==> config.mk <==
export PLATFORM = sky130hd
export DESIGN_NAME = ecrg_top
export DESIGN_NICKNAME = d
export VERILOG_FILES = /design/src/hdl/ecrg_pkg.sv /design/src/hdl/ecrg_top.sv
export SDC_FILE = /design/constraint.sdc
export NUM_CORES = 1
export LEC_CHECK = 0
export ABC_AREA = 1
export BUFFER_PORTS_ARGS = -buffer_cell sky130_fd_sc_hd__buf_4
export CAP_MARGIN = 20
export CORE_MARGIN = 1.5
export CORE_UTILIZATION = 50
export DETAILED_ROUTE_END_ITERATION = 6
export PLACE_DENSITY = 0.82
export SLEW_MARGIN = 20
export SYNTH_ARGS = -nofsm -noshare
export SYNTH_HDL_FRONTEND = slang
export SYNTH_SLANG_ARGS = --single-unit
==> constraint.sdc <==
create_clock -name sys_clk_in -period 3.15 [get_ports sys_clk_in]
set_clock_uncertainty 0.05 [all_clocks]
set_input_delay 0.315 -clock sys_clk_in [delete_from_list [all_inputs] [get_ports sys_clk_in]]
set_output_delay 0.315 -clock sys_clk_in [all_outputs]
set_load 0.05 [all_outputs]
==> src/hdl/ecrg_pkg.sv <==
// event combo reset generator: constants, register map and carrier types
// assumes a 100 MHz system clock and an avalon-mm master on the register side
// Behaviour
// - three slots: 7-bit code plus level bit
// - slot with code zero is ignored
// - fire only when all enabled slots match
// - key slot: level 1 means press only
// - input slot: level picks inactive or active
// - conditions must persist for selected hold time
// - polarity bit sets primary output level
// - bypass enable ORs reset pin into output
package ecrg_pkg;

  // ---------------------------------------------------------------
  // register map (indices, byte address is four times the index)
  // ---------------------------------------------------------------
  localparam int         ECRG_AW          = 8;
  localparam logic [5:0] ECRG_IDX_SLOT_A  = 6'h29;
  localparam logic [5:0] ECRG_IDX_SLOT_B  = 6'h2a;
  localparam logic [5:0] ECRG_IDX_SLOT_C  = 6'h2b;
  localparam logic [5:0] ECRG_IDX_CFG     = 6'h2e;
  localparam logic [5:0] ECRG_IDX_STATUS  = 6'h2f;

  // ---------------------------------------------------------------
  // field positions and reset values
  // ---------------------------------------------------------------
  localparam int         ECRG_SLOTS       = 3;
  localparam int         ECRG_CODE_W      = 7;
  localparam int         ECRG_NUM_CODES   = 128;
  localparam int         ECRG_SLOT_LVL_B  = 7;
  localparam int         ECRG_CFG_POL_B   = 6;
  localparam int         ECRG_CFG_BYP_B   = 5;
  localparam int         ECRG_CFG_HOLD_LO = 2;
  localparam logic [7:0] ECRG_SLOT_RST    = 8'h00;
  localparam logic [7:0] ECRG_CFG_RST     = 8'h00;
  localparam logic [6:0] ECRG_CODE_NONE   = 7'h00;

  // ---------------------------------------------------------------
  // hold time selection and timing
  // ---------------------------------------------------------------
  localparam logic [2:0] ECRG_HOLD_IMM    = 3'h0;
  localparam logic [2:0] ECRG_HOLD_1P0    = 3'h1;
  localparam logic [2:0] ECRG_HOLD_1P5    = 3'h2;
  localparam logic [2:0] ECRG_HOLD_2P0    = 3'h3;
  localparam longint     ECRG_CLK_NS      = 10;
  localparam longint     ECRG_T1P0_MS     = 1000;
  localparam longint     ECRG_T1P5_MS     = 1500;
  localparam longint     ECRG_T2P0_MS     = 2000;
  localparam longint     ECRG_CYC_1P0     = ECRG_T1P0_MS * 1000000 / ECRG_CLK_NS;
  localparam longint     ECRG_CYC_1P5     = ECRG_T1P5_MS * 1000000 / ECRG_CLK_NS;
  localparam longint     ECRG_CYC_2P0     = ECRG_T2P0_MS * 1000000 / ECRG_CLK_NS;
  localparam int         ECRG_CNT_W       = 28;

  // ---------------------------------------------------------------
  // types
  // ---------------------------------------------------------------
  typedef enum logic [1:0] {
    ECRG_ST_IDLE   = 2'b00,
    ECRG_ST_TIMING = 2'b01,
    ECRG_ST_FIRED  = 2'b10
  } ecrg_hold_st_t;

  typedef struct packed {
    logic                 read;
    logic                 write;
    logic [ECRG_AW-1:0]   address;
    logic [31:0]          writedata;
    logic [3:0]           byteenable;
  } ecrg_avs_req_t;

  typedef struct packed {
    logic [ECRG_NUM_CODES-1:0] level;  // pressed or active per code
    logic [ECRG_NUM_CODES-1:0] is_key; // code names a key event
  } ecrg_events_t;

  typedef struct packed {
    logic                   slot_level_select;
    logic [ECRG_CODE_W-1:0] slot_event_code;
  } ecrg_slot_t;

endpackage

==> src/hdl/ecrg_top.sv <==
// event combo reset generator: primary reset from simultaneous events
// assumes synchronous event levels and an avalon-mm master on sys_clk_in
`timescale 1ns/1ps
module ecrg_top
  import ecrg_pkg::*;
#(
  parameter longint HOLD_1P0_CYC = ECRG_CYC_1P0,
  parameter longint HOLD_1P5_CYC = ECRG_CYC_1P5,
  parameter longint HOLD_2P0_CYC = ECRG_CYC_2P0
) (
  input  wire logic          sys_clk_in,
  input  wire logic          nrst_in,
  input  wire logic          ce_in,
  input  wire ecrg_avs_req_t avs_req_in,
  output logic               avs_waitrequest_out,
  output logic [31:0]        avs_readdata_out,
  input  wire ecrg_events_t  events_in,
  input  wire logic          ext_reset_n_in,
  output logic               primary_reset_out
);

  // ---------------------------------------------------------------
  // state of the whole block
  // ---------------------------------------------------------------
  typedef struct packed {
    ecrg_slot_t [ECRG_SLOTS-1:0] slot;
    logic                        primary_reset_polarity;
    logic                        external_reset_bypass_enable;
    logic [2:0]                  reset_hold_time_select;
    ecrg_hold_st_t               hold_st;
    logic [ECRG_CNT_W-1:0]       hold_cnt;
    logic                        waitreq;
    logic [31:0]                 rdata;
    logic                        rst_out;
  } ecrg_state_t;

  ecrg_state_t s_q;
  ecrg_state_t s_d;

  localparam logic [ECRG_CNT_W-1:0] CNT_1P0 = ECRG_CNT_W'(HOLD_1P0_CYC);
  localparam logic [ECRG_CNT_W-1:0] CNT_1P5 = ECRG_CNT_W'(HOLD_1P5_CYC);
  localparam logic [ECRG_CNT_W-1:0] CNT_2P0 = ECRG_CNT_W'(HOLD_2P0_CYC);

  // ---------------------------------------------------------------
  // per-slot match
  // ---------------------------------------------------------------
  logic [ECRG_SLOTS-1:0] slot_en;
  logic [ECRG_SLOTS-1:0] slot_match;

  // one evaluator per slot
  for (genvar i = 0; i < ECRG_SLOTS; i++) begin : g_slot
    logic lvl;
    logic key;
    assign lvl = events_in.level[s_q.slot[i].slot_event_code];
    assign key = events_in.is_key[s_q.slot[i].slot_event_code];
    assign slot_en[i] = (s_q.slot[i].slot_event_code != ECRG_CODE_NONE);
    // key: press only, releases never match
    // input: level bit picks active or inactive
    assign slot_match[i] = key ? (s_q.slot[i].slot_level_select & lvl)
                               : (s_q.slot[i].slot_level_select ~^ lvl);
  end

  // ---------------------------------------------------------------
  // combination and hold target
  // ---------------------------------------------------------------
  logic                  combo;
  logic [ECRG_CNT_W-1:0] hold_tgt;

  // all enabled slots at once, none enabled never fires
  assign combo = (|slot_en) && (&(slot_match | ~slot_en));

  // hold target in cycles, reserved codes take the longest time
  always_comb begin
    unique case (s_q.reset_hold_time_select)
      ECRG_HOLD_IMM: hold_tgt = '0;
      ECRG_HOLD_1P0: hold_tgt = CNT_1P0;
      ECRG_HOLD_1P5: hold_tgt = CNT_1P5;
      default:       hold_tgt = CNT_2P0;
    endcase
  end

  // ---------------------------------------------------------------
  // register read mux
  // ---------------------------------------------------------------
  logic [5:0]  req_idx;
  logic [31:0] rd_mux;

  assign req_idx = avs_req_in.address[ECRG_AW-1:2];

  // unmapped indices read as zero
  always_comb begin
    rd_mux = '0;
    unique case (req_idx)
      ECRG_IDX_SLOT_A: rd_mux[7:0] = s_q.slot[0];
      ECRG_IDX_SLOT_B: rd_mux[7:0] = s_q.slot[1];
      ECRG_IDX_SLOT_C: rd_mux[7:0] = s_q.slot[2];
      ECRG_IDX_CFG: begin
        rd_mux[ECRG_CFG_POL_B]                    = s_q.primary_reset_polarity;
        rd_mux[ECRG_CFG_BYP_B]                    = s_q.external_reset_bypass_enable;
        rd_mux[ECRG_CFG_HOLD_LO+2:ECRG_CFG_HOLD_LO] = s_q.reset_hold_time_select;
      end
      ECRG_IDX_STATUS: begin
        rd_mux[0] = combo;
        rd_mux[1] = (s_q.hold_st == ECRG_ST_TIMING);
        rd_mux[2] = (s_q.hold_st == ECRG_ST_FIRED);
        rd_mux[3] = s_q.rst_out;
      end
      default: rd_mux = '0;
    endcase
  end

  // ---------------------------------------------------------------
  // next state
  // ---------------------------------------------------------------
  logic fired_d;
  logic active_d;

  always_comb begin
    s_d      = s_q;
    fired_d  = 1'b0;
    active_d = 1'b0;

    // bus: one wait cycle, then a single ready cycle
    s_d.waitreq = 1'b1;
    if ((avs_req_in.read || avs_req_in.write) && s_q.waitreq) begin
      s_d.waitreq = 1'b0;
      if (avs_req_in.read) begin
        s_d.rdata = rd_mux;
      end
    end

    // write lands on the edge that sees waitrequest low
    if (avs_req_in.write && !s_q.waitreq && avs_req_in.byteenable[0]) begin
      unique case (req_idx)
        ECRG_IDX_SLOT_A: s_d.slot[0] = avs_req_in.writedata[7:0];
        ECRG_IDX_SLOT_B: s_d.slot[1] = avs_req_in.writedata[7:0];
        ECRG_IDX_SLOT_C: s_d.slot[2] = avs_req_in.writedata[7:0];
        ECRG_IDX_CFG: begin
          s_d.primary_reset_polarity       = avs_req_in.writedata[ECRG_CFG_POL_B];
          s_d.external_reset_bypass_enable = avs_req_in.writedata[ECRG_CFG_BYP_B];
          s_d.reset_hold_time_select       =
            avs_req_in.writedata[ECRG_CFG_HOLD_LO+2:ECRG_CFG_HOLD_LO];
        end
        default: ;
      endcase
    end

    // hold timer: combination must persist for the target
    unique case (s_q.hold_st)
      ECRG_ST_IDLE: begin
        s_d.hold_cnt = '0;
        if (combo) begin
          if (hold_tgt == '0) begin
            s_d.hold_st = ECRG_ST_FIRED;
          end else begin
            s_d.hold_st  = ECRG_ST_TIMING;
            s_d.hold_cnt = ECRG_CNT_W'(1);
          end
        end
      end
      ECRG_ST_TIMING: begin
        if (!combo) begin
          s_d.hold_st  = ECRG_ST_IDLE;
          s_d.hold_cnt = '0;
        end else if (s_q.hold_cnt >= hold_tgt) begin
          s_d.hold_st = ECRG_ST_FIRED;
        end else begin
          s_d.hold_cnt = s_q.hold_cnt + ECRG_CNT_W'(1);
        end
      end
      ECRG_ST_FIRED: begin
        if (!combo) begin
          s_d.hold_st  = ECRG_ST_IDLE;
          s_d.hold_cnt = '0;
        end
      end
      default: begin
        s_d.hold_st  = ECRG_ST_IDLE;
        s_d.hold_cnt = '0;
      end
    endcase

    // output: event path or reset pin, then polarity
    fired_d     = (s_d.hold_st == ECRG_ST_FIRED);
    active_d    = fired_d ||
                  (s_q.external_reset_bypass_enable && !ext_reset_n_in);
    s_d.rst_out = s_q.primary_reset_polarity ? active_d : !active_d;
  end

  // ---------------------------------------------------------------
  // state register, frozen while ce_in is low
  // ---------------------------------------------------------------
  always_ff @(posedge sys_clk_in or negedge nrst_in) begin
    if (!nrst_in) begin
      s_q.slot                         <= {ECRG_SLOTS{ECRG_SLOT_RST}};
      s_q.primary_reset_polarity       <= ECRG_CFG_RST[ECRG_CFG_POL_B];
      s_q.external_reset_bypass_enable <= ECRG_CFG_RST[ECRG_CFG_BYP_B];
      s_q.reset_hold_time_select       <= ECRG_CFG_RST[ECRG_CFG_HOLD_LO+2:ECRG_CFG_HOLD_LO];
      s_q.hold_st                      <= ECRG_ST_IDLE;
      s_q.hold_cnt                     <= '0;
      s_q.waitreq                      <= 1'b1;
      s_q.rdata                        <= '0;
      s_q.rst_out                      <= 1'b1; // active-low idle
    end else if (ce_in) begin
      s_q <= s_d;
    end
  end

  // outputs straight from flops
  assign avs_waitrequest_out = s_q.waitreq;
  assign avs_readdata_out    = s_q.rdata;
  assign primary_reset_out   = s_q.rst_out;

endmodule // ecrg_top

=== After elaboration in Yosys (flattened, before gate mapping) ===
Cells that the tools add are included.

* Word-level logic and storage cells: 94
* Flip-flop bits (word level): 69
* Output and inout port bits: 34
* Input port bits: 306

* Mux-type cells: 31
* Equal/unequal tests: 12
* Reduce and logical (&&, ||, !) cells: 24
* Order comparisons: 4
* Add/subtract/negate cells: 1
* Bitwise logic cells: 8

{| class="wikitable"
|+ Operators with widths
! kind !! number
|-
| two-way mux 30 bit || 3
|-
| case mux 30 bit (3 select lines) || 1
|-
| case mux 28 bit (3 select lines) || 1
|-
| binary-select mux 1 bit (select 7 bit) || 6
|-
| two-way mux 33 bit || 1
|-
| equality test 6 bit, second input constant || 5
|-
| adder 28 x 1 -> 28 bit, second input constant || 1
|-
| greater-or-equal comparator 28 bit || 1
|-
| zero test 28 bit || 1
|-
| two-way mux 28 bit || 1
|-
| < comparator 7 x 8 -> 1 bit, second input constant || 3
|-
| AND reduction 3 bit || 7
|-
| nonzero test 7 bit || 3
|-
| case mux 3 bit (4 select lines) || 1
|-
| two-way mux 1 bit || 11
|-
| case mux 2 bit (5 select lines) || 1
|-
| two-way mux 8 bit || 1
|-
| case mux 2 bit (4 select lines) || 1
|-
| logical AND 1 bit || 5
|-
| equality test 2 bit, second input constant || 2
|-
| two-way mux 2 bit || 2
|-
| AND 1 bit || 3
|-
| equality test 3 x 1 -> 1 bit, second input constant || 1
|-
| equality test 3 x 2 -> 1 bit, second input constant || 1
|-
| 12 further kinds || 17
|}

=== Longest topological paths before layout ===
* Depth after elaboration: 13
* Gate-level depth with buffers: 26
* Mapped depth without buffers: 22

=== Least setup slack after synthesis ===
OpenSTA, ideal clock, no wires.

* Path type: register -> register
* From: reg s_q[85] (netlist name)
* To: reg s_q[47] (netlist name)
* Setup slack: -141 ps
* Setup time: 117 ps
* Arrival time: 3,124 ps
* Cell stages (with the launch flop): 25
* Period minus slack after synthesis: 3,291 ps
* Path buffers: 7
* Required time: 2,983 ps
* Cell sequence: dfrtp_1 buf_2 buf_2 buf_4 buf_2 buf_2 clkbuf_1 a21oi_1 o21ai_0 o221ai_1 a21oi_1 nand3_1 nand3_1 a31oi_1 ha_1 inv_1 nand2_1 nand3_1 nand2_2 nor2_4 a21oi_4 inv_2 buf_6 nor2_1 nor2_1

* Longest elaborated chain between the ends: 9
* Elaborated cells on any way between the ends: 18
* Classes of those cells: eq/ne: 2; mux: 7; bitwise: 4; reduce/logical: 5

{| class="wikitable"
|+ RTL lines
! what !! line !! source
|-
| start: declaration || ecrg_top.sv:37 || <nowiki>ecrg_state_t s_q;</nowiki>
|-
| binary-select mux 1 bit (select 7 bit) || ecrg_top.sv:54 || <nowiki>assign lvl = events_in.level[s_q.slot[i].slot_event_code];</nowiki>
|-
| two-way mux 1 bit (implied by the code) || ecrg_top.sv:54 ||
|-
| XNOR 1 bit / AND 1 bit (equally long branches) || ecrg_top.sv:60, ecrg_top.sv:59 ||
|-
| two-way mux 1 bit || ecrg_top.sv:59 || <nowiki>assign slot_match[i] = key ? (s_q.slot[i].slot_level_select & lvl)</nowiki>
|-
| bitwise OR 3 bit || ecrg_top.sv:70 || <nowiki>assign combo = (|slot_en) && (&(slot_match | ~slot_en));</nowiki>
|-
| AND reduction 3 bit || ecrg_top.sv:70 ||
|-
| logical AND 1 bit (*) || ecrg_top.sv:70 ||
|-
| inequality test 3 bit (no line) (tied with other cells) || n/a ||
|-
| AND reduction 3 bit (no line) / case mux 30 bit (3 select lines) (equally long branches) || n/a ||
|}

Mark *: on every way between the ends. The rest lies on a longest branch, timed or not. The select of a mux whose other input is x is not followed.
A chain may end at the register's enable or synchronous reset.

=== Final worst setup path ===
* From: reg s_q[85] (netlist name)
* To: reg s_q[54] (netlist name)

Same word-level chain as after synthesis.

==> results.md <==
- First-pass GRT wire length: between 80000 and 90000 µm
- Number of buffers added on ports: ~290
- Post-Synth Simple-Gate Area: around 34%
- Setup ws final: -226 ps
- Post-detail-place hpwl: about 42000 µm
- Proportion of synthesized area in mux cells: 0%
- Vias in the first global route: ~16000
- I/O pin count: 340
- Power Density: ~240 mW/mm²
- Fillers: about 2200
- TritonCTS Sinks: 69
- Global Route met3 Usage: under 10%
- Status: finished, violations left
- Inst Count DP: between 2000 and 3000
- Ordered cell list for the critical path: buf_12 -> o21ai_0 -> o21ai_0 -> o211ai_1 -> nand3_2 -> a221oi_1 -> and3_1 -> a31oi_2 -> ha_1 -> inv_1 -> nand2_1 -> nand3_2 -> nand2_2 -> nor2_4 -> buf_12 -> buf_12 -> nand4_1 -> o21ai_1
- Worst setup SP type: flip-flop
- Inserted Diodes: 0
- Type of the worst min-delay path: input pin to asynchronous set/reset pin
- Vias: about 18000
- Setup tns final: -5540 ps
- Cell family with most CP delay: compound AO/OA/AOI/OAI gates
- M1 GR Usage: ~55%
- Hold WS: ~28 ps
- Post-synth EDFFs: 0
- Sw frac: around two fifths
- Total CTS buffers: 9
- Max-cap violation count: 0
- Failing checks: design-rule violations, negative setup slack
- Cell Int Power: 2390 µW
- Peak VDD IR: about 0.47 mV
- Register area share after synthesis: about 14%
- Critical path's slowest cell: dfrtp_4
- Gr ovfl total: 0
- DRT iter0 DRCs: 2712
- Grt met2 use: roughly two thirds
- GPL Wtd Cong: roughly 1
- Worst reg-to-reg setup slack: -230 ps
- Mapped Area: approximately 0.012 mm²
- Clock root buffer: clkbuf_16
- Layout cell share with drive strength beyond 1: between 20% and 30%
- Yosys Warn Count: 0
- Most used flip-flop cell after synthesis: dfrtp_1
- DR vias/cell: 6.17
- Initial antenna violation count: 0
- DR WL/cell: 19.7 µm
- Total stage count of the critical path: 18
- #FFs+latches synth: just under 70
- Reg2reg end: s_q[54]$_DFFE_PN0P_
- Largest family of logic cells by synthesized area: simple AND/OR/NAND/NOR gates
- Mean Syn Cell Area: between 5 and 6 µm²
- Utilization after layout: around two thirds
- CTS hold repair buffers: 0
- CTS tree: done
- Async SR Flop Fraction: 100%
- Sequential Power Share: between 20% and 30%
- Skew-Pair Late Insertion Delay: roughly 340 ps
- Post-DRT Antenna Nets: 0
- DRC viols: 6
- Compound-cell area share of the yosys netlist: between 30% and 40%
- H-tree Lvls: 3
- Synthesized instance count: approximately 2200
- Placed cell area: between 0.015 and 0.02 mm²
- Max Buffers Root-to-Sink: 2
- Die width: about 160 µm
- Final Hold Viols: 0
- Post-synthesis xor/xnor area fraction: less than 1%
- Adder-Cell Fraction of Synth Area: under 10%
- Worst Reg-to-Reg Cells: 18
- Clock network power share: 28.1%
- WP data required: 3370 ps
- Most frequent cell on the critical path: buf_12
- Area grow syn2layout: 32.3%
- P_leak: ~0.0075 µW
- Crit path launch: s_q[85]$_DFFE_PN0P_
- Reg clk slew, reported paths: approximately 60 ps
- Comb pwr share: a little under half
- Crit-path max cell delay: roughly 580 ps
- Largest net degree at the start of global routing: slightly above 80
- Sum of buffers and inverters on the critical path: 4
- Post-route cell area: about 0.016 mm²
- Data arrival, critical path: 3590 ps
- Pins over their slew limit: 0
- Die height: about 160 µm
- CP max FO: 9
- Worst Max-Slew Pin Slew: ~880 ps
- RR Startpoint: s_q[85]$_DFFE_PN0P_
- Final net count: roughly 2900
- Final wirelength: 56400 µm
- RSZ-0062 raised after global routing: true
- GR peak layer: met2
- Core ar.: 0.0237 mm²
- # rows: 56
- Kind of end point of the critical path: flip-flop
- Die area: approximately 0.025 mm²
- Pre-antenna DRT Iters: 7
- Tmin final: around 3400 ps
- Worst Setup EP: s_q[54]$_DFFE_PN0P_
- Relative slew slack: around two fifths
- Critical path type: flip-flop to flip-flop
- Total GRT Usage: between 40% and 50%
- Starting density of the core: ~51%
- Period utilisation layout: 107%
- Final setup fails: 32
- Max Fclk: just under 300 MHz
- P_sw: between 1500 and 2000 µW
- Non-Filler Instances: about 2900
- Distinct cell type count after synthesis: 45
==> repair_timing <==
| item | CTS | global route |
|---|---|---|
| pin swaps | 16 | 23 |
| endpoints found under the setup margin | 32 | 32 |
| setup buffers | 3 | 10 |
| gates cloned | 1 | 5 |
| resized for setup | 39 | 73 |
==> cells in the mapped netlist (all sizes together) (7+ instances only) <==
| cell | number | area [µm²] |
|---|---|---|
| nor4 | 8 | 50.1 |
| buf | 141 | 935 |
| o21ai | 336 | 1680 |
| inv | 262 | 986 |
| o211ai | 108 | 816 |
| nor2 | 137 | 539 |
| a221oi | 7 | 61.3 |
| nand4 | 18 | 113 |
| nand2 | 544 | 2060 |
| dfrtp | 67 | 1680 |
| clkbuf | 49 | 184 |
| nand3 | 232 | 1160 |
| xor2 | 10 | 87.6 |
| ha | 24 | 300 |
| a21oi | 192 | 972 |
| a31oi | 11 | 68.8 |
| o221ai | 12 | 105 |
| nor3 | 26 | 130 |
==> routing by layer <==
layer | vias up | share of wire (%)
met5 | - | 0
li1 | 8084 | -
met2 | 1388 | 44
met1 | 7927 | 38
met3 | 250 | 13
met4 | 0 | 4.6
==> flip-flops by register name, summed over array words and instances, names as in the netlist <==
name and count:
primary_reset_out 1, avs_waitrequest_out 1, s_q 59, avs_readdata_out 8
==> worst min-delay path by stage <==
stage | startpoint | to | depth (start not counted)
floorplan | nrst_in | avs_readdata_out[0]$_DFFE_PN0P_ | 0
global placement | nrst_in | avs_readdata_out[5]$_DFFE_PN0P_ | 1
detailed placement | avs_readdata_out[7]$_DFFE_PN0P_ | avs_readdata_out[7]$_DFFE_PN0P_ | 2
CTS | nrst_in | avs_readdata_out[5]$_DFFE_PN0P_ | 1
global route | nrst_in | avs_readdata_out[5]$_DFFE_PN0P_ | 1
finish | nrst_in | avs_readdata_out[5]$_DFFE_PN0P_ | 1
==> power groups by stage <==
stage               Sequential (µW)  Combinational, µW  Clock (µW)
floorplan                       978                943           0
global placement                974               1660           0
detailed placement              974               1700           0
CTS                             959               1750        1110
global route                    968               2000        1140
finish                          966               1870        1110
==> stage by stage <==
step                setup slack (ps)  total power [µW]
floorplan                      -23.1              1920
finish                          -226              3940
global placement                -233              2640
detailed placement              -305              2670
CTS                             -126              3820
global route                    -381              4110
==> cell families (layout without fill, tap and decap cells) <==
kind of cell,Yosys count,after routing
AOI/OAI and AO/OA,685,685
adders and majority gates,24,24
buffers and inverters,452,754
other,1,24
DFF,69,69
xor gates and xnor gates,10,10
and+or+nand+nor,974,975
==> cells in the final DEF, fill, tap and decap left out, types with 3 or more instances in the layout <==
cell type / netlist / layout
nand2_1: 540 / 537
buf_4: 51 / 432
o21ai_0: 304 / 261
inv_1: 251 / 251
nand3_1: 232 / 225
a21oi_1: 191 / 187
nor2_1: 133 / 124
o211ai_1: 107 / 107
o21ai_1: 32 / 68
dfrtp_1: 67 / 61
ha_1: 24 / 24
conb_1: 1 / 24
nor3_1: 26 / 22
buf_12: 0 / 19
nand4_1: 18 / 18
buf_6: 19 / 18
clkbuf_16: 0 / 13
o221ai_1: 12 / 11
a31oi_1: 11 / 10
xor2_1: 10 / 10
inv_2: 10 / 8
nor2_2: 1 / 7
o21ai_2: 0 / 7
nor4_1: 8 / 7
nor2_4: 3 / 6
nand3_2: 0 / 6
nand3b_1: 5 / 5
nand2_2: 3 / 5
a221oi_1: 7 / 4
a211oi_1: 5 / 4
a21oi_2: 0 / 4
o22ai_1: 4 / 4
dfrtp_4: 0 / 4
a221oi_2: 0 / 3
nor3_2: 0 / 3
o2111ai_1: 3 / 3
==> cell type report <==
cell class	instances	area (µm²)	area share [%]
multi-input combinational	1718	8690	53.9
sequential	69	1750	10.8
clock inverter	7	97.6	0.605
tap	319	399	2.48
timing repair buffer	476	3970	24.6
inverter	262	1000	6.21
clock buffer	9	225	1.40
Note: power is estimated with default switching activity, not from simulation.
